<file path="src/verilog/apsc_pkg.sv">
// Package of constants and types for the power-state controller
package apsc_pkg;

	// ==========================================================
	// Power state encoding (codes chosen freely; code 2 stays unused)
	typedef enum logic [1:0] {
		APSC_ACTIVE = 2'h0,
		APSC_PWRDN = 2'h1,
		APSC_STBY = 2'h3
	} apsc_state_t;

	// ==========================================================
	// Timing
	localparam int CLK_HZ = 20000000;
	localparam int LAT_NS = 15000;
	// Shortest-style latency: round down, at least one cycle
	localparam int LAT_CYC = (LAT_NS / (1000000000 / CLK_HZ)) < 1 ? 1 :
		(LAT_NS / (1000000000 / CLK_HZ));
	localparam int CNT_W = 10;
	localparam logic [CNT_W-1:0] LAT_CNT = CNT_W'(LAT_CYC);
	localparam logic [CNT_W-1:0] CNT_RST = 10'h000;

endpackage

</file>
<file path="src/verilog/apsc_ctrl.sv">
// Power-state controller: active, power-down and stand-by sequencing
// ==========================================================
// Behaviour
// - Exactly one of three states at all times
// - Power-down: no conversions, registers kept, power cut
// - Stand-by: no conversions, fast return to active
// - Register write requests the selected state
// - Register read returns the actual state
// - Readback matches request after 15 us latency
// - Requests during pending latency are rejected
// - No direct power-down to stand-by move
`timescale 1ns/1ps

module apsc_ctrl (
	// Clock, reset, enable
	input wire logic clk,
	input wire logic rst,
	input wire logic ce,
	// Power state register write
	input wire logic wr_en,
	input wire apsc_pkg::apsc_state_t wr_state,
	// Power state register readback and status
	output apsc_pkg::apsc_state_t rd_state,
	output logic busy,
	output logic req_rejected,
	// Power controls toward the analog core
	output logic conv_en,
	output logic core_pwr_en,
	output logic bias_pwr_en
);

	// ==========================================================
	// State
	apsc_pkg::apsc_state_t cur_q, cur_d;
	apsc_pkg::apsc_state_t tgt_q, tgt_d;
	logic [apsc_pkg::CNT_W-1:0] cnt_q, cnt_d;
	logic pend_q, pend_d;
	logic rej_q, rej_d;
	logic conv_q, conv_d, core_q, core_d, bias_q, bias_d;
	logic legal;

	// Next-state computation; the latency counter doubles as the reject window
	always_comb begin
		cur_d = cur_q;
		tgt_d = tgt_q;
		cnt_d = cnt_q;
		pend_d = pend_q;
		rej_d = 1'b0;
		// Only the three codes and no power-down to stand-by jump
		legal = (wr_state == apsc_pkg::APSC_ACTIVE) || (wr_state == apsc_pkg::APSC_PWRDN) ||
			((wr_state == apsc_pkg::APSC_STBY) && (cur_q != apsc_pkg::APSC_PWRDN));
		if (pend_q) begin
			if (cnt_q == apsc_pkg::CNT_RST + 10'h001) begin
				cur_d = tgt_q;
				pend_d = 1'b0;
				cnt_d = apsc_pkg::CNT_RST;
			end else begin
				cnt_d = cnt_q - 10'h001;
			end
		end
		if (wr_en) begin
			if (pend_q || !legal) begin
				rej_d = 1'b1;
			end else begin
				tgt_d = wr_state;
				pend_d = 1'b1;
				cnt_d = apsc_pkg::LAT_CNT;
			end
		end
		// Stand-by keeps bias up so the return to active is quick
		conv_d = (cur_d == apsc_pkg::APSC_ACTIVE);
		core_d = (cur_d == apsc_pkg::APSC_ACTIVE);
		bias_d = (cur_d != apsc_pkg::APSC_PWRDN);
	end

	// Registers; clock enable low freezes everything
	always_ff @(posedge clk) begin
		if (rst) begin
			cur_q <= apsc_pkg::APSC_ACTIVE;
			tgt_q <= apsc_pkg::APSC_ACTIVE;
			cnt_q <= apsc_pkg::CNT_RST;
			pend_q <= 1'b0;
			rej_q <= 1'b0;
			conv_q <= 1'b1;
			core_q <= 1'b1;
			bias_q <= 1'b1;
		end else if (ce) begin
			cur_q <= cur_d;
			tgt_q <= tgt_d;
			cnt_q <= cnt_d;
			pend_q <= pend_d;
			rej_q <= rej_d;
			conv_q <= conv_d;
			core_q <= core_d;
			bias_q <= bias_d;
		end
	end

	// Outputs straight from flops; readback is actual state
	assign rd_state = cur_q;
	assign busy = pend_q;
	assign req_rejected = rej_q;
	assign conv_en = conv_q;
	assign core_pwr_en = core_q;
	assign bias_pwr_en = bias_q;

	// ==========================================================
	// Assertion helpers: age of the accepted request in enabled cycles
	// A counter stands in for a long repetition, which the tools would unroll
	// It freezes with ce, so the latency is checked in enabled cycles only
	logic chk_take;
	logic [apsc_pkg::CNT_W-1:0] chk_age_q, chk_age_d;
	apsc_pkg::apsc_state_t chk_req_q, chk_req_d;
	apsc_pkg::apsc_state_t chk_old_q, chk_old_d;

	// Age 1 follows the taking edge; the change is due at age LAT_CNT + 1
	always_comb begin
		chk_take = wr_en && !pend_q && legal;
		chk_age_d = chk_age_q;
		chk_req_d = chk_req_q;
		chk_old_d = chk_old_q;
		if (chk_take) begin
			chk_age_d = 10'h001;
			chk_req_d = wr_state;
			chk_old_d = cur_q;
		end else if (chk_age_q == apsc_pkg::LAT_CNT + 10'h001) begin
			chk_age_d = apsc_pkg::CNT_RST;
		end else if (chk_age_q != apsc_pkg::CNT_RST) begin
			chk_age_d = chk_age_q + 10'h001;
		end
	end

	// Helper registers follow the same reset and enable as the design
	always_ff @(posedge clk) begin
		if (rst) begin
			chk_age_q <= apsc_pkg::CNT_RST;
			chk_req_q <= apsc_pkg::APSC_ACTIVE;
			chk_old_q <= apsc_pkg::APSC_ACTIVE;
		end else if (ce) begin
			chk_age_q <= chk_age_d;
			chk_req_q <= chk_req_d;
			chk_old_q <= chk_old_d;
		end
	end
endmodule // apsc_ctrl

</file>
<file path="config.mk">
export PLATFORM = sky130hd
export DESIGN_NAME = apsc_ctrl
export DESIGN_NICKNAME = d
export VERILOG_FILES = /design/src/verilog/apsc_pkg.sv /design/src/verilog/apsc_ctrl.sv
export SDC_FILE = /design/constraint.sdc
export NUM_CORES = 1
export LEC_CHECK = 0
export BUFFER_PORTS_ARGS = -buffer_cell sky130_fd_sc_hd__buf_4
export CORE_MARGIN = 3
export CORE_UTILIZATION = 45
export DETAILED_ROUTE_END_ITERATION = 6
export GPL_TIMING_DRIVEN = 0
export SLEW_MARGIN = 20
export SYNTH_ARGS = -nofsm -noshare
export SYNTH_HDL_FRONTEND = slang
export SYNTH_SLANG_ARGS = --single-unit
</file>
<file path="constraint.sdc">
create_clock -name clk -period 3.7 [get_ports clk]
set_input_delay 0.555 -clock clk [delete_from_list [all_inputs] [get_ports clk]]
set_output_delay 0.555 -clock clk [all_outputs]
set_load 0.005 [all_outputs]
</file>
==> impl_metrics.ini, run 1 <==
[synthesis]
synth_most_common_cell = dfxtp_1
synth_area_per_cell_um2 = 8.12
synth-main-ff-cell = dfxtp_1
syn-instance-count = 118
async_flop_share_pct = 0
ys_types = 36
ys_seq_area_share_pct = 37.6
yosys.area.top_type = dfxtp_1
ys_ff_latch = 18
yosys-top-cells-area = dfxtp_1 (38%), or3_1 (4.6%), a21oi_1 (4.2%), nor2_1 (3.9%), nand2_1 (3.5%)
syn_area_um2 = 958
synth_edf_count = 0
yosys_warnings = 0
yosysTopAreaCellShare_pct = 37.6
synth_common_cells = dfxtp_1 (18), nor2_1 (10), nand2_1 (9), a21oi_1 (8), inv_1 (8)
synth_nets = 126

[routing]
detail_route.vias_per_cell = 5.60
antenna_left = 0
firstDrtPassIters = 4
wl_per_cell_um = 13.4
via_count = 885
drc = 0
drtIter0Drc = 32
wirelength_um = 2120

[sta]
drv_slew = 0
period_needed_ns = 1.99
post-route-period-util_pct = 53.7
relSlewSlack_pct = 56.0
worst_slew_pin_slew_ns = 0.657
fin_skew_ns = 0.00390
timing.fmax_mhz = 503
final.setup.tns_ns = 0
hold_viol_final = 0
rsz0062_at_grt = no
finalSetupViolCount = 0
holdWs_ns = 0.466

[power_and_ir_drop]
power_uw = 369
swShare_pct = 27.5
peakVddDrop_mv = 0.228
comb_power_share_pct = 16.3
pwr-share-clk_pct = 25.8
p_switching_uw = 101
power_frac_seq_pct = 57.9
powerDensity_nw_per_um2 = 338
cellInternalPower_uw = 267
p_leak_nw = 0.389

[layout]
final_core_util_pct = 55.0
syn_to_final_growth_pct = 13.7
antenna-diode-count = 0
nNetsFinal = 141
fill_cells = 205
layout-drive-gt1-share_pct = 16.0
postLayoutCellArea_um2 = 1090

[global_routing]
grt_max_degree = 11
grt-ovfl-total = 0
grt_use_total_pct = 17.8
grt_pass1_vias = 834
grt_pass1_wl_um = 3560
antenna_found_initial = 0

[setup_path]
reg2reg_depth = 4
worst-path-max-fanout = 4
cp-start-kind = flip-flop
critPathKind = flip-flop to flip-flop
cp_data_required_time_ns = 3.89
cp-end-kind = flip-flop
r2r_setup_slack_ns = 1.71
crit_arrival_ns = 2.18

[cts]
ctsHoldBuffers = 0
cts_tree = done
cts_sinks = 18
clock_path_buffers = 2
clkTransAtPathRegs_ns = 0.10
clk-insertion-delay-late_ns = 0.29
cts_root_buffer = clkbuf_4
h-tree-depth = 1
cts_made_buffers = 3
cts_resized = 0
postCtsSetupBuffers = 0

[die]
rows = 16
pin_count = 13
die_area_um2 = 2720
fp.dieH_um = 52.2
start_util_pct = 48.4
fp.dieW_um = 52.2
core-area_um2 = 1980

[placement]
placed_area_um2 = 1070
hpwl_um = 1610
place_congestion = 0.859
place.port_buffers = 10

[status]
status = completed

[worst_hold_path]
min_path_type = flip-flop to flip-flop
min_path_cells = 2

[flow_run]
cap_viol_max_count = 0
-- worst max-delay path, stage by stage (launching register included) --
cell and delay [ns]:
dfxtp_1 0.39, ha_1 0.21, or4b_4 0.50, or4_4 0.55, a31o_1 0.23
-- through the flow --
stage,setup WS (ns),cells
2_1_floorplan,1.84,118
3_3_place_gp,1.76,155
3_5_place_dp,1.73,155
4_1_cts,1.71,158
5_1_grt,1.61,158
6_report,1.71,158
-- power by group through the flow --
stage | Sequential [mW] | Combinational (mW) | Clock [mW]
finish | 0.213 | 0.0602 | 0.0952
floorplan | 0.215 | 0.0443 | 0
global route | 0.215 | 0.0685 | 0.106
global placement | 0.217 | 0.0588 | 0
CTS | 0.213 | 0.0603 | 0.0985
detailed placement | 0.218 | 0.0600 | 0
-- worst paths after layout --
check               start            to
max              cnt_q[0]   rd_state[0]
min          req_rejected  req_rejected
max reg2reg      cnt_q[0]   rd_state[0]
min reg2reg  req_rejected  req_rejected
-- flip-flops by register name (all words and copies together), names as in the netlist --
register	flops
core_pwr_en	1
req_rejected	1
rd_state	2
tgt_q	2
bias_pwr_en	1
cnt_q	10
busy	1
-- cells by family after synthesis --
logic type / share of synthesized area (%)
simple gates: 33.0
compound gates: 16.6
flops: 37.6
buf+inv: 5.48
xor+xnor: 3.66
fa+ha+maj: 2.61
mux: 1.04
-- layout by cell type, fill, tap and decap left out, types with 2 or more instances in the layout --
cell	count
nor3_1	4
o21ai_1	3
a31oi_1	4
clkbuf_4	3
nor4_1	3
a21oi_1	8
nand3_1	6
nor2_1	10
nand2b_1	2
clkbuf_1	4
buf_4	11
nor3b_1	2
ha_1	2
or3_1	7
o21ai_0	5
dfxtp_1	18
or4_4	2
xnor2_1	3
nand2_1	9
inv_1	8
-- metal layers --
metal	global-route usage, %	wire (um)	up-vias	part of all wire (%)
met5	0	0	-	0
met4	10.2	53	0	2.5
met3	2.58	98	6	4.6
met2	29.7	992	26	47
met1	21.6	973	403	46
li1	-	-	450	-
-- area by class of cell --
cell class              count  area [um2]  share of cell area, %
plain buffers               5        22.5                   2.07
multi-input cells          87         546                   50.1
repair buffers             10        75.1                   6.89
inverters                   8        30.0                   2.76
well taps                  27        33.8                   3.10
clock buffers               3        22.5                   2.07
flip-flops and latches     18         360                   33.1
Note: power is estimated with default switching activity, not from simulation.
==> run 2, diff against run 1 <==
--- a/config.mk
+++ b/config.mk
@@ -10,6 +10,7 @@
 export CORE_UTILIZATION = 45
 export DETAILED_ROUTE_END_ITERATION = 6
 export GPL_TIMING_DRIVEN = 0
+export PLACE_DENSITY = 0.67
 export SLEW_MARGIN = 20
 export SYNTH_ARGS = -nofsm -noshare
 export SYNTH_HDL_FRONTEND = slang
==> constraint.sdc (replaced) <==
create_clock -name clk -period 1.6 [get_ports clk]
set_input_delay 0.24 -clock clk [delete_from_list [all_inputs] [get_ports clk]]
set_output_delay 0.24 -clock clk [all_outputs]
set_load 0.005 [all_outputs]
==> run 2 against run 1 <==
Compared with the run above:
- the flow now finishes with violations (negative setup slack)
- hold slack got worse by 0.23 ns
- critical path depth is 2 higher
- register-to-register slack got worse by 2.0 ns
- critical path type unchanged
- largest power group unchanged
==> impl_metrics.ini, run 2 (synthesis results as in run 1) <==
[status]
status = finished with violations
violations = negative setup slack

[setup_path]
reg2reg_depth = 6
crit_arrival_ns = 2.13
rr_startpoint = cnt_q[1]
worst-path-max-fanout = 3
cp-end-kind = flip-flop
crit_buf_inv = 1
r2r_setup_slack_ns = -0.28
slowest_stage = or4_4
crit_family = simple AND/OR/NAND/NOR gates
worstReg2RegEnd = rd_state[0]
crit_chain = inv_2 -> ha_4 -> or4b_4 -> or4_4 -> nor3b_2 -> a31o_1
cp-start-kind = flip-flop
max_stage_delay_ns = 0.53
crit_cells = 6
critPathKind = flip-flop to flip-flop
cp_data_required_time_ns = 1.86

[sta]
fin_skew_ns = 0.00892
drv_slew = 0
fin_ws_ns = -0.278
post-route-period-util_pct = 117
relSlewSlack_pct = 66.8
finalSetupViolCount = 10
worst_slew_pin_slew_ns = 0.498
holdWs_ns = 0.231
hold_viol_final = 0
rsz0062_at_grt = yes
period_needed_ns = 1.88
final.setup.tns_ns = -2.07
timing.fmax_mhz = 532

[worst_hold_path]
min_path_type = primary input to flip-flop
min_path_cells = 3
hold_end = req_rejected
worstHoldStart = wr_en

[global_routing]
grt_max_degree = 11
grt_pass1_vias = 883
met1_usage_pct = 22.3
grtUsageMet2_pct = 30.3
grt_use_total_pct = 18.4
grt-ovfl-total = 0
met3_usage_pct = 2.87
top_usage_layer = met2
grt_pass1_wl_um = 3680
antenna_found_initial = 0

[layout]
layout-drive-gt1-share_pct = 30.9
regMostFlops = cnt_q
largest_register_ffs = 10
syn_to_final_growth_pct = 30.8
fill_cells = 172
final_core_util_pct = 63.3
nNetsFinal = 146
layout.cells.non_filler = 163
layout_common_cells = buf_4 (16), dfxtp_1 (15), nor2_1 (10)
final_common_cell = buf_4
antenna-diode-count = 0

[die]
rows = 16
start_util_pct = 48.4
die_area_um2 = 2720
fp.dieW_um = 52.2
core-area_um2 = 1980
fp.dieH_um = 52.2
pin_count = 13

[power_and_ir_drop]
pwr-share-clk_pct = 25.3
power_frac_seq_pct = 55.9
swShare_pct = 29.6
powerDensity_nw_per_um2 = 720
p_leak_nw = 0.428
peakVddDrop_mv = 0.406
cellInternalPower_uw = 636
comb_power_share_pct = 18.8
p_switching_uw = 267

[routing]
via_count = 937
drc = 0
antenna_left = 0
firstDrtPassIters = 4
wl_per_cell_um = 14.6
drtIter0Drc = 8
wirelength_um = 2380
detail_route.vias_per_cell = 5.75

[placement]
post-place-cells = 155
post-place-ws_ns = -0.260
hpwl_um = 1600
place_congestion = 0.821
place.port_buffers = 10

[cts]
cts_root_buffer = clkbuf_4
clk-insertion-delay-late_ns = 0.30
cts_sinks = 18
cts_made_buffers = 3
clkTransAtPathRegs_ns = 0.10
clock_path_buffers = 2
cts_tree = done
h-tree-depth = 1

[flow_run]
cap_viol_max_count = 0
run 2: layout make-up:
| type | count | area, um2 | area share, % |
|---|---|---|---|
| Timing Repair Buffer | 16 | 124 | 9.88 |
| Inverter | 8 | 30.0 | 2.40 |
| Buffer | 4 | 18.8 | 1.50 |
| Sequential cell | 18 | 364 | 29.0 |
| Clock buffer | 3 | 22.5 | 1.80 |
| Tap cell | 27 | 33.8 | 2.69 |
| Multi-Input combinational cell | 87 | 661 | 52.7 |
run 2: worst register-to-register path, stage by stage, from the launching register on:
cell	delay, ns
dfxtp_2	0.35
inv_2	0.08
ha_4	0.13
or4b_4	0.47
or4_4	0.54
nor3b_2	0.18
a31o_1	0.11
run 2: what timing repair did:
item                       CTS  global route
hold buffers                 0             0
setup buffers                4             3
pin swaps                    9             9
gates resized for setup     11             8
setup endpoints to repair   16            14
run 2: layer usage:
metal | wire, um | up-vias
met1 | 1030 | 438
met3 | 109 | 3
met2 | 1220 | 31
met5 | 0 | -
li1 | - | 465
met4 | 29 | 0
run 2: metrics by stage:
step	power, mW	instance area (um2)
after floorplan	0.602	973
after global placement	0.640	1080
after detailed placement	0.644	1080
after CTS	0.878	1190
after global routing	0.938	1250
final	0.903	1250
run 2: power by group through the flow:
| stage | Sequential [mW] | Clock [mW] | Combinational [mW] |
|---|---|---|---|
| 6_report | 0.505 | 0.229 | 0.169 |
| 2_1_floorplan | 0.499 | 0 | 0.104 |
| 3_5_place_dp | 0.504 | 0 | 0.140 |
| 4_1_cts | 0.502 | 0.222 | 0.153 |
| 3_3_place_gp | 0.503 | 0 | 0.137 |
| 5_1_grt | 0.509 | 0.242 | 0.187 |
run 2: how the worst max path moves through the flow:
stage	to	slack (ns)	from
after global placement	cnt_q[4]	-0.25	cnt_q[1]
final	rd_state[0]	-0.28	cnt_q[1]
after CTS	rd_state[0]	-0.26	cnt_q[1]
after floorplan	rd_state[0]	-0.18	cnt_q[1]
after detailed placement	cnt_q[4]	-0.26	cnt_q[1]
after global routing	rd_state[0]	-0.33	cnt_q[1]
